File: src/cbs_regs.svh
// Purpose: Constants of the bus cycle and status signalling block
// Assumes: Included by the package and by the design modules
// Notes:   Cycle status codes are the active-low line levels {bit2,bit1,bit0}
`ifndef CBS_REGS_SVH
`define CBS_REGS_SVH

// Cycle status line codes
`define CBS_ST_INTA  3'h0
`define CBS_ST_IORD  3'h1
`define CBS_ST_IOWR  3'h2
`define CBS_ST_HALT  3'h3
`define CBS_ST_FETCH 3'h4
`define CBS_ST_MRD   3'h5
`define CBS_ST_MWR   3'h6
`define CBS_ST_IDLE  3'h7

// Bus widths and the multiplexed upper address field
`define CBS_ADDR_W   20
`define CBS_DATA_W   16
`define CBS_UP_HI    19
`define CBS_UP_LO    16
`define CBS_TMR_W    16
`define CBS_NUM_TMR  2

`endif

File: src/cbs_pkg.sv
// Purpose: Types of the bus cycle and status signalling block
// Assumes: cbs_regs.svh holds the numeric constants
// Notes:   Request kinds reuse the status codes; refresh takes the idle code 7
`include "cbs_regs.svh"

package cbs_pkg;

    // Kinds of bus cycle the core can request
    typedef enum logic [2:0] {
        CBS_K_INTA  = 3'h0,
        CBS_K_IORD  = 3'h1,
        CBS_K_IOWR  = 3'h2,
        CBS_K_HALT  = 3'h3,
        CBS_K_FETCH = 3'h4,
        CBS_K_MRD   = 3'h5,
        CBS_K_MWR   = 3'h6,
        CBS_K_RFSH  = 3'h7
    } cbs_kind_t;

    // Bus cycle states, one-hot
    typedef enum logic [4:0] {
        CBS_S_IDLE = 5'h01,
        CBS_S_T1   = 5'h02,
        CBS_S_T2   = 5'h04,
        CBS_S_T3   = 5'h08,
        CBS_S_T4   = 5'h10
    } cbs_state_t;

    typedef struct packed {
        cbs_kind_t                 kind;
        logic [`CBS_ADDR_W-1:0]    addr;
        logic [`CBS_DATA_W-1:0]    wdata;
    } cbs_req_t;

    typedef struct packed {
        logic upper_status_bit6;
        logic upper_status_bit5;
        logic upper_status_bit4;
        logic upper_status_bit3;
    } cbs_upper_t;

    typedef struct packed {
        logic                      ext_clk;
        logic                      gate_trig;
        logic                      continuous;
        logic [`CBS_TMR_W-1:0]     max_count;
    } cbs_tmr_cfg_t;

endpackage : cbs_pkg

File: src/cbs_bus_ctrl.sv
// Purpose: Bus cycle sequencer with status, strobes, chip select and pins
// Assumes: All inputs synchronous to ref_clk; core requests one cycle at a time
// Notes:   Bus pin outputs are registered from the next state
`timescale 1ns/1ns
`include "cbs_regs.svh"

module cbs_bus_ctrl
    import cbs_pkg::*;
#(
    parameter int ADDR_W  = `CBS_ADDR_W,
    parameter int DATA_W  = `CBS_DATA_W,
    parameter int NUM_TMR = `CBS_NUM_TMR
) (
    input  wire logic                ref_clk,
    input  wire logic                rst_n,
    input  wire logic                res_n,
    output logic                     sys_reset,
    input  wire logic                req_valid,
    input  wire cbs_req_t            req,
    output logic                     req_ready,
    output logic                     rsp_valid,
    output logic [DATA_W-1:0]        rsp_rdata,
    input  wire logic                int_en,
    output logic [DATA_W-1:0]        ad_out,
    output logic                     ad_oe,
    input  wire logic [DATA_W-1:0]   ad_in,
    output logic [3:0]               upper_lines,
    output logic                     cycle_status_bit0,
    output logic                     cycle_status_bit1,
    output logic                     cycle_status_bit2,
    output logic                     rd_n,
    output logic                     wr_n,
    output logic                     rfsh_n,
    output logic                     ucs_n,
    input  wire logic [ADDR_W-1:0]   ucs_start,
    input  wire logic                srdy,
    input  wire logic                test_n,
    input  wire logic                wait_exec,
    output logic                     core_hold,
    input  wire cbs_tmr_cfg_t        tmr_cfg [NUM_TMR],
    input  wire logic [NUM_TMR-1:0]  tmr_enable,
    input  wire logic [NUM_TMR-1:0]  tmr_in,
    output logic [NUM_TMR-1:0]       tmr_out
);

    generate
        if (ADDR_W != `CBS_ADDR_W || DATA_W != `CBS_DATA_W || NUM_TMR < 1) begin : g_chk
            $error("cbs_bus_ctrl: bus widths are fixed and at least one timer is needed");
        end
    endgenerate

    cbs_state_t        state_r;
    cbs_state_t        state_nxt;
    cbs_req_t          cur_r;
    cbs_req_t          cur_nxt;
    logic [2:0]        status_r;
    logic [2:0]        status_nxt;
    cbs_upper_t        upper_r;
    cbs_upper_t        upper_nxt;
    logic [DATA_W-1:0] ad_out_r;
    logic [DATA_W-1:0] ad_out_nxt;
    logic              ad_oe_r;
    logic              rd_n_r;
    logic              wr_n_r;
    logic              rfsh_n_r;
    logic              ucs_n_r;
    logic              rsp_valid_r;
    logic [DATA_W-1:0] rsp_rdata_r;
    logic              sys_reset_r;
    logic              core_hold_r;

    // Cycle state sequencing; reset input low forces idle
    always_comb begin
        state_nxt = state_r;
        case (state_r)
            CBS_S_IDLE: begin
                if (req_valid) begin
                    state_nxt = CBS_S_T1;
                end
            end
            CBS_S_T1: begin
                state_nxt = CBS_S_T2;
            end
            CBS_S_T2: begin
                state_nxt = CBS_S_T3;
            end
            CBS_S_T3: begin
                if (srdy || cur_r.kind == CBS_K_HALT) begin
                    state_nxt = CBS_S_T4;
                end
            end
            CBS_S_T4: begin
                state_nxt = CBS_S_IDLE;
            end
            default: begin
                state_nxt = CBS_S_IDLE;
            end
        endcase
        if (!res_n) begin
            state_nxt = CBS_S_IDLE;
        end
    end

    // Request acceptance and latched cycle
    assign req_ready = (state_r == CBS_S_IDLE) & res_n;
    assign cur_nxt   = (req_valid && req_ready) ? req : cur_r;

    // Decode of the cycle kind
    wire cbs_kind_t k      = cur_nxt.kind;
    wire            is_rd  = (k == CBS_K_IORD) | (k == CBS_K_MRD) | (k == CBS_K_FETCH) | (k == CBS_K_RFSH);
    wire            is_wr  = (k == CBS_K_IOWR) | (k == CBS_K_MWR);
    wire            is_mem = (k == CBS_K_MRD) | (k == CBS_K_MWR) | (k == CBS_K_FETCH) | (k == CBS_K_RFSH);
    wire            nxt_t1 = (state_nxt == CBS_S_T1);
    wire            nxt_ts = (state_nxt == CBS_S_T2) | (state_nxt == CBS_S_T3);
    wire            in_cyc = nxt_t1 | nxt_ts;
    wire            strobe = nxt_ts & (k != CBS_K_HALT);
    wire            in_ucs = (cur_nxt.addr >= ucs_start);

    // Cycle status lines; refresh shows as a memory read
    assign status_nxt = !in_cyc ? `CBS_ST_IDLE :
                        (k == CBS_K_RFSH) ? `CBS_ST_MRD : 3'(k);

    // Upper lines: address in the first state, status afterwards
    assign upper_nxt = nxt_t1 ? cur_nxt.addr[`CBS_UP_HI:`CBS_UP_LO] :
                       {1'b0, int_en, 1'b0, 1'b0};

    // Address/data bus: low address in T1, write data to cycle end
    assign ad_out_nxt = nxt_t1 ? cur_nxt.addr[DATA_W-1:0] : cur_nxt.wdata;
    wire   ad_oe_nxt  = nxt_t1 | (is_wr & (nxt_ts | (state_nxt == CBS_S_T4)));

    // Registered pin outputs
    always_ff @(posedge ref_clk) begin
        if (!rst_n) begin
            state_r  <= CBS_S_IDLE;
            cur_r    <= '0;
            status_r <= `CBS_ST_IDLE;
            upper_r  <= '0;
            ad_out_r <= '0;
            ad_oe_r  <= 1'b0;
            rd_n_r   <= 1'b1;
            wr_n_r   <= 1'b1;
            rfsh_n_r <= 1'b1;
            ucs_n_r  <= 1'b1;
        end else begin
            state_r  <= state_nxt;
            cur_r    <= cur_nxt;
            status_r <= status_nxt;
            upper_r  <= upper_nxt;
            ad_out_r <= ad_out_nxt;
            ad_oe_r  <= ad_oe_nxt;
            rd_n_r   <= ~(strobe & is_rd);
            wr_n_r   <= ~(strobe & is_wr);
            rfsh_n_r <= ~(in_cyc & (k == CBS_K_RFSH));
            ucs_n_r  <= ~(in_cyc & is_mem & in_ucs);
        end
    end

    // Read data capture, system reset and wait-instruction hold
    always_ff @(posedge ref_clk) begin
        if (!rst_n) begin
            rsp_valid_r <= 1'b0;
            rsp_rdata_r <= '0;
            sys_reset_r <= 1'b1;
            core_hold_r <= 1'b0;
        end else begin
            rsp_valid_r <= res_n & (state_r == CBS_S_T3) & srdy &
                           (is_rd | (cur_r.kind == CBS_K_INTA));
            if (state_r == CBS_S_T3 && srdy) begin
                rsp_rdata_r <= ad_in;
            end
            sys_reset_r <= ~res_n;
            core_hold_r <= wait_exec & test_n;
        end
    end

    assign sys_reset         = sys_reset_r;
    assign core_hold         = core_hold_r;
    assign rsp_valid         = rsp_valid_r;
    assign rsp_rdata         = rsp_rdata_r;
    assign ad_out            = ad_out_r;
    assign ad_oe             = ad_oe_r;
    assign upper_lines       = upper_r;
    assign cycle_status_bit0 = status_r[0];
    assign cycle_status_bit1 = status_r[1];
    assign cycle_status_bit2 = status_r[2];
    assign rd_n              = rd_n_r;
    assign wr_n              = wr_n_r;
    assign rfsh_n            = rfsh_n_r;
    assign ucs_n             = ucs_n_r;

    // Timer channels
    genvar gi;
    generate
        for (gi = 0; gi < NUM_TMR; gi++) begin : g_tmr
            cbs_timer #(.W(`CBS_TMR_W)) u_tmr (
                .ref_clk (ref_clk),
                .rst_n   (rst_n),
                .cfg     (tmr_cfg[gi]),
                .enable  (tmr_enable[gi]),
                .tmr_in  (tmr_in[gi]),
                .tmr_out (tmr_out[gi])
            );
        end
    endgenerate

    wire [2:0] st_lines = {cycle_status_bit2, cycle_status_bit1, cycle_status_bit0};
endmodule : cbs_bus_ctrl

File: src/cbs_timer.sv
// Purpose: One timer channel with its input and output pin
// Assumes: tmr_in is synchronous to ref_clk
// Notes:   Single mode gives a one-cycle pulse, continuous mode a square wave
`timescale 1ns/1ns
`include "cbs_regs.svh"

module cbs_timer
    import cbs_pkg::*;
#(
    parameter int W = `CBS_TMR_W
) (
    input  wire logic         ref_clk,
    input  wire logic         rst_n,
    input  wire cbs_tmr_cfg_t cfg,
    input  wire logic         enable,
    input  wire logic         tmr_in,
    output logic              tmr_out
);

    generate
        if (W != `CBS_TMR_W) begin : g_chk
            $error("cbs_timer: W must match the configured count width");
        end
    endgenerate

    logic [W-1:0] cnt_r;
    logic         tin_r;
    logic         out_r;
    logic         done_r;

    // Input pin role: counting clock, gate, or retrigger
    wire rise    = tmr_in & ~tin_r;
    wire restart = ~cfg.ext_clk & cfg.gate_trig & ~cfg.continuous & rise;
    wire gated   = cfg.gate_trig & cfg.continuous & ~tmr_in;
    wire tick    = enable & ~done_r & (cfg.ext_clk ? rise : ~gated);
    wire term    = tick & (cnt_r == cfg.max_count);

    // Counter, terminal action and output waveform
    always_ff @(posedge ref_clk) begin
        if (!rst_n) begin
            cnt_r  <= '0;
            tin_r  <= 1'b0;
            out_r  <= 1'b0;
            done_r <= 1'b0;
        end else begin
            tin_r <= tmr_in;
            if (!enable || restart) begin
                cnt_r  <= '0;
                done_r <= 1'b0;
                out_r  <= 1'b0;
            end else if (term) begin
                cnt_r  <= '0;
                done_r <= ~cfg.continuous;
                out_r  <= cfg.continuous ? ~out_r : 1'b1;
            end else begin
                if (tick) begin
                    cnt_r <= cnt_r + 1'b1;
                end
                if (!cfg.continuous) begin
                    out_r <= 1'b0;
                end
            end
        end
    end

    assign tmr_out = out_r;
endmodule : cbs_timer

File: config.mk
export PLATFORM = sky130hd
export DESIGN_NAME = cbs_bus_ctrl
export DESIGN_NICKNAME = d
export VERILOG_FILES = /design/src/cbs_pkg.sv /design/src/cbs_bus_ctrl.sv /design/src/cbs_timer.sv
export VERILOG_INCLUDE_DIRS = /design/src
export SDC_FILE = /design/constraint.sdc
export NUM_CORES = 1
export LEC_CHECK = 0
export BUFFER_PORTS_ARGS = -buffer_cell sky130_fd_sc_hd__buf_2
export CAP_MARGIN = 10
export CORE_ASPECT_RATIO = 0.7
export CORE_MARGIN = 2
export CORE_UTILIZATION = 50
export DETAILED_ROUTE_END_ITERATION = 8
export HOLD_SLACK_MARGIN = 0.06
export MAX_ROUTING_LAYER = met4
export PLACE_DENSITY = 0.76
export RECOVER_POWER = 100
export SYNTH_ARGS = -nofsm -noshare
export SYNTH_HDL_FRONTEND = slang
export SYNTH_SLANG_ARGS = --single-unit
File: constraint.sdc
create_clock -name ref_clk -period 6.5 [get_ports ref_clk]
set_clock_uncertainty 0.05 [all_clocks]
set_input_delay 0.325 -clock ref_clk [delete_from_list [all_inputs] [get_ports ref_clk]]
set_output_delay 0.325 -clock ref_clk [all_outputs]
set_load 0.02 [all_outputs]
# Word-level counts from Yosys, hierarchy flattened
# Cells that the tools add are included.
dict set report classes {
  addsub 2
  order_cmp 1
  n_eq_ne 20
  mux 16
  n_bitwise 63
  n_reduce_logical 15
}
# operator n
set ops {}
lappend ops {{39-bit 2-to-1 mux} 1}
lappend ops {{16-bit by 1-bit adder with 16-bit output (second input constant)} 2}
lappend ops {{16-bit == test} 2}
lappend ops {{1-bit bitwise AND} 30}
lappend ops {{1-bit inverter} 21}
lappend ops {{20-bit greater-or-equal comparator} 1}
lappend ops {{5-bit one-hot mux with 4 select lines} 1}
lappend ops {{16-bit 2-to-1 mux} 1}
lappend ops {{5-bit 2-to-1 mux} 3}
lappend ops {{3-bit == test (second input constant)} 4}
lappend ops {{1-bit bitwise OR} 12}
lappend ops {{5-bit by 2-bit == test with 1-bit output (second input constant)} 2}
lappend ops {{5-bit by 3-bit == test with 1-bit output (second input constant)} 2}
lappend ops {{5-bit by 4-bit == test with 1-bit output (second input constant)} 2}
lappend ops {{3-bit OR reduction} 3}
lappend ops {{1-bit 2-to-1 mux} 8}
lappend ops {{3-bit by 2-bit == test with 1-bit output (second input constant)} 2}
lappend ops {{5-bit by 1-bit == test with 1-bit output (second input constant)} 1}
lappend ops {{5-bit == test (second input constant)} 1}
lappend ops {{2-bit by 1-bit inequality test with 1-bit output (second input constant)} 2}
lappend ops {{2-bit AND reduction} 2}
lappend ops {{2-bit OR reduction} 2}
lappend ops {{3-bit by 1-bit == test with 1-bit output (second input constant)} 1}
lappend ops {{3-bit zero test} 1}
lappend ops {{6 further kinds} 10}
dict set report word_totals {
  register_bits 129
  output_inout_bits 50
}

# Depth between registers and ports, before layout
# Gate-level depths: netlist of run 1.
dict set report logic_depth {
  depth_word 11
  depth_mapped 14
  mapped_depth_nobuf 11
}

# Hierarchy
# From an unflattened synthesis of run 1, not the netlist that was laid out.
dict set report unflattened {
  hier_cells 690
  area_unflattened_um2 6048.3
}
# mod n_inst cells_each area_each_um2 seq_area_each_um2
set modules_own_cells {}
lappend modules_own_cells {cbs_bus_ctrl 1 444 3826.2 1821.7}
lappend modules_own_cells {cbs_timer 2 123 1111.1 380.4}

# Worst setup path after synthesis of run 1
# OpenSTA, ideal clock, no wires.
dict set report synth_path {
  path_type {register to register}
  start {reg state_r[3]}
  end {reg ucs_n_r (netlist: ucs_n)}
  arrival_time_ns 2.298
  slack_ns 4.014
  stages_incl_launch_ff 14
  path_buffers 3
  synth_period_minus_slack_ns 2.486
  cell_sequence {dfxtp_1 buf_6 nor4_2 nand4_1 buf_2 clkbuf_1 nand2_1 nand2_1 ha_1 o21a_1 nor2_1 o311a_1 o21ai_1 o2111ai_1}
}
# element line_no
set synth_lines {}
lappend synth_lines {{start, declared} cbs_bus_ctrl.sv:52} ;# cbs_state_t state_r;
lappend synth_lines {{start signal, assigned} cbs_bus_ctrl.sv:145} ;# state_r <= state_nxt;
lappend synth_lines {{end signal, assigned} cbs_bus_ctrl.sv:154} ;# ucs_n_r <= ~(in_cyc & is_mem & in_ucs);
lappend synth_lines {{end, declared} cbs_bus_ctrl.sv:66} ;# logic ucs_n_r;

==> metrics.md, run 1 <==
| Metric | Value |
|---|---|
| Reg2reg setup slack | `approximately 3500 ps` |
| Global-route wire length before repair | `22380 um` |
| Required @ worst endpoint | `6710 ps` |
| DP HPWL | `10060 um` |
| Main area contributors after synthesis | `dfxtp_1, nand2_1, a21boi_1` |
| Dpl ws | `3688 ps` |
| Core area | `0.01164 mm2` |
| Max-cap viol count | `3` |
| Worst setup margin | `around 2800 ps` |
| Worst hold start | `req[32]` |
| Cts hold-fix bufs | `0` |
| R2R Path Start | `g_tmr[1].u_tmr.tin_r` |
| Asr flop ratio synth | `0%` |
| Leakage power | `roughly 3.2 nW` |
| Nets | `995` |
| FF+latch count, synth | `roughly 130` |
| Most used DFF post-synth | `dfxtp_1` |
| Largest net degree at the start of global routing | `81` |
| Met1 Use GR | `a little over a quarter` |
| Row count | `33` |
| EDFF count, synth | `0` |
| Post_cts resized | `0` |
| Post-synth top area share | `43.50%` |
| Share of cells above drive strength 1 | `roughly 19%` |
| HP Class | `in2reg` |
| Clock Path Buffers | `2` |
| Post-synth cell types | `54` |
| Multi-input logic area | `0.003100 mm2` |
| Final hold viol count | `0` |
| Cell depth of the worst flop-to-flop path | `5` |
| Register Area | `0.002582 mm2` |
| Max-slew violations | `115` |
| CTS clk-pin slew, worst paths | `50 ps` |
| Via count | `5226` |
| GPL Wtd Cong | `roughly 0.86` |
| Initial DRC count | `between 200 and 300` |
| Vias in the first global route | `between 4000 and 5000` |
| Die height | `between 90 and 100 um` |
| Final Core Density | `roughly 64%` |
| # IOs | `about 180` |
| Most frequent cells in the layout | `nand2_1, dfxtp_1, buf_2` |
| End of the worst register-to-register path | `g_tmr[1].u_tmr.cnt_r[13]` |
| Hold EP | `upper_lines[0]` |
| Clk sinks | `approximately 130` |
| VDD IR max | `173.1 uV` |
| GRT Util Overall | `22.38%` |
| Commonest non-fill, non-tap cell in the layout | `nand2_1` |
| Mean post-synth cell area | `8.705 um2` |
| Post-synthesis sequential area ratio | `43.50%` |
| Clock root buffer | `clkbuf_16` |
| Routed wire length per instance | `between 10 and 15 um` |
| Slew margin rel. | `-87.30%` |
| Critical path fanouts, max | `80` |
| Synthesized instance count | `682` |
| Critical Path AT | `3930 ps` |
| IO buf count | `174` |
| Grt ovf | `0` |
| Critical Path Sink Type | `flip-flop` |
| Synthesized Nets | `829` |
| Period Utilization, post-route | `between 50 and 60%` |
| Worst Tran Pin Value | `~2800 ps` |
| Critical path launch point type | `primary input` |
| Initial antenna violation count | `2` |
| Post-CTS setup buffer count | `0` |
| Fin Setup TNS | `0 ps` |
| Failing checks | `capacitance limit, slew limit` |
| CTS tree | `yes` |
| Die area | `0.01278 mm2` |
| Fill count | `1028` |
| Depth of the CTS H-tree | `4` |
| Worst Hold Depth | `2` |
| Highest clock rate | `~0.27 GHz` |
| CTS buffer count | `17` |
| Clk_lat worst skew | `410 ps` |
| CP Class | `in2reg` |
| DIE WIDTH | `approximately 130 um` |
| Top Usage Layer GRT | `met2` |
| First-pass iteration count of the detailed router | `5` |
| Detailed Route WL | `13750 um` |
| Met2 global-route usage | `a little under two fifths` |
| Run status | `finished with violations` |
| Pwr dens | `roughly 260 mW/mm2` |
| Dominant cell type by area after synthesis | `dfxtp_1` |
| Yosys warnings | `0` |
| RSZ-0062 raised after global routing | `false` |
| Post-DRT Antenna Nets | `0` |
| Final-report setup violation count | `0` |
| Area Overhead vs Synth | `24.83%` |
| Synthesized cell area | `0.005937 mm2` |
| Starting density of the core | `50.99%` |
| Global Route met3 Usage | `5.104%` |
| Final Critical Period | `3715 ps` |
| DRC | `0` |
| Vias per cell | `between 5 and 6` |
==> registers in the layout (all words and copies together), names as in the netlist <==
name and count:
sys_reset 1, g_tmr.u_tmr.tmr_out 2, core_hold 1, rsp_rdata 16
ad_oe 1, st_lines 3, cur_r 39, ad_out 16
g_tmr.u_tmr.done_r 2, state_r 5, ucs_n 1, g_tmr.u_tmr.cnt_r 32
rd_n 1, wr_n 1, g_tmr.u_tmr.tin_r 2, rfsh_n 1
rsp_valid 1, upper_lines 4
==> cells by family (layout without fill, tap and decap cells) <==
kind of cell | after synthesis | count (layout) | share of synthesized area (%)
other cells | 0 | 2 | 0
simple gates | 287 | 287 | 22.47
fa+ha+maj | 22 | 22 | 4.636
compound gates | 118 | 118 | 14.86
flops | 129 | 129 | 43.50
mux | 7 | 7 | 1.243
buf+inv | 56 | 234 | 4.004
xor+xnor | 63 | 63 | 9.294
==> synth_stat cells, types with 2 or more instances <==
cell	instances
nand2b_1	7
mux2i_1	4
o21ai_1	6
nor4_2	3
nor4_1	14
nor3_1	11
and3_1	8
a21oi_1	11
o21ai_2	2
a211oi_1	2
nor2b_1	4
nand3_1	17
a21o_1	2
o21a_1	3
buf_4	2
xor2_1	46
nand2_1	141
and2_1	11
a21boi_1	60
inv_1	26
a21boi_0	8
ha_1	22
nor2_1	48
o211ai_1	3
clkbuf_1	17
dfxtp_1	129
nand4_1	13
and3b_1	2
o21ai_0	6
buf_2	10
mux2_2	2
a211o_1	4
xnor2_1	17
==> layer usage <==
| metal | vias up | wire [um] |
|---|---|---|
| li1 | 2641 | - |
| met4 | 0 | 218 |
| met3 | 23 | 707 |
| met2 | 153 | 6396 |
| met1 | 2409 | 6426 |
| met5 | - | 0 |
==> per-stage QoR <==
stage / power (W) / hold WS (ps) / cells / instance area [um2]
floorplan: 0.0009433 / 381.9 / 682 / 5937
global placement: 0.001011 / 386.7 / 986 / 6887
detailed placement: 0.001016 / 396.8 / 986 / 6887
CTS: 0.001978 / 88.18 / 1017 / 7487
global route: 0.002037 / 101.5 / 1019 / 7411
finish: 0.001956 / 109.3 / 1019 / 7411
==> worst max path at each step <==
stage,start,end,cells after the start
floorplan,state_r[3],ucs_n,13
global placement,state_r[3],ucs_n,10
detailed placement,state_r[3],ucs_n,10
CTS,state_r[4],ucs_n,12
global route,rst_n,ucs_n,6
finish,rst_n,ucs_n,6
==> report_power, final <==
group / switching [W] / leakage (nW) / total [W] / internal (W)
sequential: 0.00000835 / 1.05 / 0.000820 / 0.000812
clock: 0.000348 / 0.296 / 0.000960 / 0.000612
combinational: 0.0000982 / 1.82 / 0.000175 / 0.0000771
==> critical path: stages <==
cell       delay (ps)
buf_2              70
clkbuf_1         1970
nand2_1           520
a211o_1           440
o32ai_1           380
o2111ai_1         160
==> cell type report <==
class | count | share of cell area [%]
antenna | 2 | 0.06753
tap | 157 | 2.651
sequential | 129 | 34.85
inverter | 26 | 1.317
clock inverter | 13 | 2.178
clock buffer | 18 | 5.926
multi-input combinational | 497 | 41.84
timing repair buffer | 177 | 11.18
No activity file was read; power rests on OpenSTA's default activity.
==> run 2: changes to the inputs <==
CORE_UTILIZATION = 47   (was 50)
PLACE_DENSITY = 0.75   (was 0.76)
clock period = 3.3 ns   (was 6.5 ns; I/O delays follow)
==> metrics.md, run 2 (synthesis gave the netlist of run 1 again) <==
| Metric | Value |
|---|---|
| Final-report setup violation count | `0` |
| Grt ovf | `0` |
| Clk sinks | `129` |
| Critical path launch point type | `flip-flop` |
| Via count | `5469` |
| Slowest CP cell | `nor4_1` |
| Post-DRT Antenna Nets | `0` |
| Die area | `0.01356 mm2` |
| Worst-path cell chain | `nor4_1 > nand4_1 > buf_4 > nand2_1 > nand2_1 > ha_1 > o21a_1 > nor2_1 > o311a_1 > o21ai_0 > o2111ai_1` |
| Worst hold start | `tmr_enable[0]` |
| Die height | `98.04 um` |
| Core area | `0.01238 mm2` |
| Area Overhead vs Synth | `37.18%` |
| Largest net degree at the start of global routing | `64` |
| Max incr delay on CP | `410 ps` |
| Row count | `34` |
| GPL Wtd Cong | `0.8638` |
| Most frequent cells in the layout | `nand2_1, dfxtp_1, buf_2` |
| Clk_lat worst skew | `400 ps` |
| Met2 global-route usage | `roughly 36%` |
| CTS clk-pin slew, worst paths | `60 ps` |
| Depth of the CTS H-tree | `4` |
| Critical path buffers and inverters | `1` |
| R2R Path Start | `state_r[4]` |
| Met1 Use GR | `29.88%` |
| Critical Path AT | `3040 ps` |
| Run status | `complete, no violations` |
| Post_cts resized | `0` |
| Period Utilization, post-route | `86.08%` |
| Final Critical Period | `2841 ps` |
| Routed wire length per instance | `13.76 um` |
| Reg2reg setup slack | `460 ps` |
| CP Class | `reg2reg` |
| Largest Register | `cur_r` |
| First-pass iteration count of the detailed router | `4` |
| CTS buffer count | `17` |
| Worst setup margin | `459.3 ps` |
| Final Core Density | `65.79%` |
| Dpl ws | `594.1 ps` |
| Critical path fanouts, max | `23` |
| GRT Util Overall | `about 23%` |
| Critical Path Sink Type | `flip-flop` |
| DP HPWL | `about 10000 um` |
| Final hold viol count | `0` |
| Initial antenna violation count | `1` |
| RSZ-0062 raised after global routing | `false` |
| Share of cells above drive strength 1 | `17.51%` |
| Max FFs per register | `39` |
| DIE WIDTH | `138.3 um` |
| HP Class | `in2reg` |
| Fill count | `1035` |
| Nets | `1065` |
| Max-cap viol count | `0` |
| Top Registers | `cur_r (39), g_tmr.u_tmr.cnt_r (32)` |
| Detailed Route WL | `15050 um` |
| Most frequent CP cell | `nand2_1` |
| Top Usage Layer GRT | `met2` |
| Worst Hold Depth | `4` |
| DRC | `0` |
| VDD IR max | `399.3 uV` |
| IO buf count | `~170` |
| Required @ worst endpoint | `between 3000 and 4000 ps` |
| Slew margin rel. | `24.38%` |
| Clock root buffer | `clkbuf_16` |
| Worst Tran Pin Value | `about 1100 ps` |
| Clock Path Buffers | `2` |
| Leakage power | `3.471 nW` |
| # IOs | `175` |
| Global Route met3 Usage | `5.101%` |
| Initial DRC count | `276` |
| Vias in the first global route | `around 5400` |
| Highest clock rate | `about 0.35 GHz` |
| Pwr dens | `494.1 mW/mm2` |
| CP top delay family | `simple AND/OR/NAND/NOR gates` |
| End of the worst register-to-register path | `ucs_n` |
| Hold EP | `g_tmr[0].u_tmr.done_r` |
| Vias per cell | `between 4 and 5` |
| Max-slew violations | `0` |
| Starting density of the core | `47.96%` |
| Commonest non-fill, non-tap cell in the layout | `nand2_1` |
| Cell depth of the worst flop-to-flop path | `11` |
| Global-route wire length before repair | `25230 um` |
| CTS tree | `yes` |
| Post-CTS setup buffer count | `0` |
| Fin Setup TNS | `0 ps` |
[run 2: cell types whose count changed in the layout (fill, tap and decap cells not counted), sizes merged]
cell and change:
clkinv -3, clkbuf +5, bufinv +1, clkinvlp +1, dlygate4sd3 +67, diode -1
[run 2: layout make-up]
cell class	count	area, um2	share of cell area, %
Timing Repair Buffer	247	1530	18.79
Clock buffer	20	456.7	5.608
Multi-Input combinational cell	497	3092	37.96
Clock inverter	12	180.2	2.212
Tap cell	162	202.7	2.489
Inverter	26	97.59	1.198
Antenna cell	1	2.502	0.03073
Sequential cell	129	2582	31.71
[run 2: tightest hold or removal path, cell delays in order]
cell and delay (ps):
buf_2 110, nand2_1 60, a21oi_1 60, o21a_1 100
[run 2: worst max path at each step]
stage / startpoint / endpoint / cells after the start
after floorplan: state_r[3] / ucs_n / 13
after global placement: state_r[4] / ucs_n / 11
after detailed placement: state_r[4] / ucs_n / 11
after CTS: state_r[4] / ucs_n / 10
after global routing: state_r[3] / ucs_n / 10
final: state_r[4] / ucs_n / 11
[run 2: what timing repair did]
action	4_1_cts	5_1_grt
setup endpoints to repair	0	0
endpoints found under the hold margin	80	0
hold buffers	67	0
[run 2: through the flow]
stage | hold WS (ps) | total power, W | area [um2] | cells
after floorplan | 236.7 | 0.001858 | 5937 | 682
after detailed placement | 345.8 | 0.002008 | 6928 | 994
final | 84.53 | 0.004024 | 8144 | 1094
after global routing | 97.30 | 0.004191 | 8144 | 1094
after global placement | 328.2 | 0.002003 | 6928 | 994
after CTS | 70.16 | 0.004071 | 8235 | 1093
[run 2: per-layer routing]
metal,part of all wire [%],up-vias
li1,-,2784
met1,47,2500
met2,46,158
met3,5.2,27
met4,1.7,0
met5,0,-
[run 2: where the power goes]
group	internal, W	switching [W]	leakage (nW)
Sequential	0.00160	0.0000166	1.05
Clock	0.00131	0.000686	0.307
Combinational	0.000203	0.000210	2.12
Total	0.00311	0.000913	3.47
==> run 3: changes to the inputs <==
ABC_AREA = 1   (was unset)
PLACE_DENSITY = 0.74   (was 0.75)
==> metrics.md, run 3 <==
| Metric | Value |
|---|---|
| Largest Register | `cur_r` |
| Depth of the CTS H-tree | `4` |
| Clock root buffer | `clkbuf_16` |
| Finished Cell Area | `0.008212 mm2` |
| Initial DRC count | `279` |
| Finished Layout Cells | `around 1200` |
| VDD IR max | `between 300 and 400 uV` |
| Critical path launch point type | `primary input` |
| Worst hold start | `req[32]` |
| Post-synthesis sequential area ratio | `between 40% and 50%` |
| DIE WIDTH | `141.5 um` |
| Post-synth cell types | `34` |
| Failing checks | `capacitance limit, slew limit` |
| Global-route wire length before repair | `roughly 26000 um` |
| CP top delay family | `buffers and inverters` |
| Sequential fraction of design power | `between 40% and 50%` |
| Starting density of the core | `47.65%` |
| Slowest CP cell | `clkbuf_2` |
| Fill count | `1181` |
| Critical Path AT | `2900 ps` |
| Grt ovf | `0` |
| Core area | `0.01305 mm2` |
| Post_cts resized | `0` |
| Post-synth top area share | `around 42%` |
| Share of cells above drive strength 1 | `16.91%` |
| Period Utilization, post-route | `81.48%` |
| Register Area | `0.002582 mm2` |
| Slew margin rel. | `-5.971%` |
| IO buf count | `174` |
| Commonest non-fill, non-tap cell in the layout | `nor2_1` |
| Reg2reg setup slack | `620 ps` |
| Largest net degree at the start of global routing | `79` |
| Logic gate share of total power | `roughly an eighth` |
| Worst-path cell chain | `dlygate4sd3_1 > clkbuf_1 > inv_1 > clkbuf_2 > nor3_1` |
| CP startpoint | `rst_n` |
| Mean post-synth cell area | `roughly 7.4 um2` |
| Required @ worst endpoint | `3510 ps` |
| Clk_lat worst skew | `400 ps` |
| Clock Power Share | `a little under half` |
| Dominant cell type by area after synthesis | `dfxtp_1` |
| Final-report setup violation count | `0` |
| Clk sinks | `129` |
| Top cells by count, synth | `nor2_1, dfxtp_1, nand2_1` |
| Most common cell in the netlist | `nor2_1` |
| Vias per cell | `4.899` |
| Leakage power | `3.632 nW` |
| Synthesized cell area | `0.006218 mm2` |
| Placed cell area | `0.007138 mm2` |
| Main area contributors after synthesis | `dfxtp_1, nor2_1, nand2_1` |
| Row count | `35` |
| Detailed Route WL | `15910 um` |
| Placed cell count | `1155` |
| Max-slew violations | `79` |
| Worst setup margin | `611.0 ps` |
| Asr flop ratio synth | `0%` |
| Multi-input logic area | `0.002973 mm2` |
| Die area | `0.01418 mm2` |
| EDFF count, synth | `0` |
| Initial antenna violation count | `0` |
| CP Class | `in2reg` |
| Fin Setup TNS | `0 ps` |
| Run status | `finished with violations` |
| Routed wire length per instance | `12.81 um` |
| HP Class | `in2reg` |
| NetSw | `0.001027 W` |
| Worst Tran Pin Value | `1590 ps` |
| Max FFs per register | `39` |
| Switching part of the total | `between 20% and 30%` |
| GRT Util Overall | `23.56%` |
| Pwr dens | `492.7 mW/mm2` |
| GPL Wtd Cong | `0.8613` |
| Nets | `1211` |
| CTS clk-pin slew, worst paths | `60 ps` |
| DP HPWL | `11010 um` |
| Area Overhead vs Synth | `32.05%` |
| Synthesized instance count | `844` |
| Synthesized Nets | `991` |
| R2R Path Start | `state_r[3]` |
| DRC | `0` |
| Critical Path Sink Type | `flip-flop` |
| Max incr delay on CP | `870 ps` |
| Final hold viol count | `0` |
| Most used DFF post-synth | `dfxtp_1` |
| Final Critical Period | `2689 ps` |
| First-pass iteration count of the detailed router | `5` |
| CTS buffer count | `17` |
| Internal power | `approximately 0.0030 W` |
| RSZ-0062 raised after global routing | `false` |
| CTS tree | `yes` |
| # IOs | `175` |
| Ant diodes | `0` |
| Critical path buffers and inverters | `4` |
| Clock Path Buffers | `2` |
| Most frequent cells in the layout | `nor2_1, nand2_1, dfxtp_1` |
| Vias in the first global route | `5718` |
| Yosys warnings | `0` |
| Critical path fanouts, max | `78` |
| Post-DRT Antenna Nets | `0` |
| Top Registers | `cur_r (39), g_tmr.u_tmr.cnt_r (32)` |
| Highest clock rate | `roughly 0.37 GHz` |
| Die height | `about 100 um` |
| FF+latch count, synth | `129` |
| Via count | `6084` |
| Dpl ws | `656.1 ps` |
| Max-cap viol count | `1` |
run 3: cell count changes in the layout (fill, tap and decap cells not counted), sizes merged, moves of 12 or more:
cell | before | now
nor3 | 11 | 64
nor2 | 49 | 145
nand3 | 18 | 48
nor4 | 17 | 5
a21boi | 68 | 0
inv | 28 | 116
a21oi | 11 | 58
run 3: cell families (layout without fill, tap and decap cells):
group / after synthesis / in the layout / share of synthesized area (%)
flops: 129 / 129 / 41.53
xor+xnor: 43 / 43 / 6.056
buf+inv: 146 / 378 / 10.28
compound gates: 91 / 91 / 8.230
fa+ha+maj: 22 / 22 / 4.426
simple gates: 413 / 413 / 29.48
run 3: metal layers:
layer / wire (um) / global-route usage [%] / vias to the layer above
li1: - / - / 3155
met1: 7891 / 32.57 / 2726
met2: 7005 / 35.74 / 190
met3: 884 / 4.294 / 13
met4: 128 / 6.231 / 0
met5: 0 / - / -
run 3: path summary, 6_finish.rpt:
kind | to | cells past startpoint
setup / recovery | ad_out[14] | 5
setup reg to reg | ucs_n | 15
hold / removal | cur_r[32] | 5
hold reg to reg | g_tmr[1].u_tmr.done_r | 2
run 3: timing repair:
item | in CTS | in global routing
endpoints found under the hold margin | 54 | 0
buffers inserted | 0 | 0
hold buffers | 56 | 0
run 3: final cells by class:
class / count / share of cell area [%]
multi-input combinational: 569 / 36.20
clock inverter: 14 / 2.194
sequential: 129 / 31.45
tap: 166 / 2.529
inverter: 113 / 5.181
timing repair buffer: 234 / 17.26
clock buffer: 17 / 5.181
run 3: stage by stage:
stage | hold WS [ps] | utilization (%) | total power [W]
2_1_floorplan | 212.6 | - | 0.001949
3_3_place_gp | 329.4 | 54.70 | 0.002095
3_5_place_dp | 338.2 | 54.70 | 0.002101
4_1_cts | 64.49 | 63.63 | 0.004088
5_1_grt | 88.39 | 62.92 | 0.004211
6_report | 76.70 | 62.92 | 0.004046
run 3: worst reg2reg max path, stage by stage (launching register included):
cell	delay, ps
dfxtp_1	320
nor2_1	170
nand2_1	120
nor2_4	150
nand3_2	310
buf_12	290
nor2_1	190
a21oi_1	70
ha_1	290
nand2_1	60
nor2_1	150
nand2_1	70
inv_1	80
nand3_1	70
nand4_1	110
nand2_1	60
run 3: power by group through the flow:
stage | sequential, W | combinational (W) | clock (W)
global placement | 0.00166 | 0.000432 | 0
detailed placement | 0.00166 | 0.000437 | 0
floorplan | 0.00169 | 0.000264 | 0
CTS | 0.00163 | 0.000490 | 0.00197
global route | 0.00163 | 0.000544 | 0.00203
finish | 0.00163 | 0.000486 | 0.00193
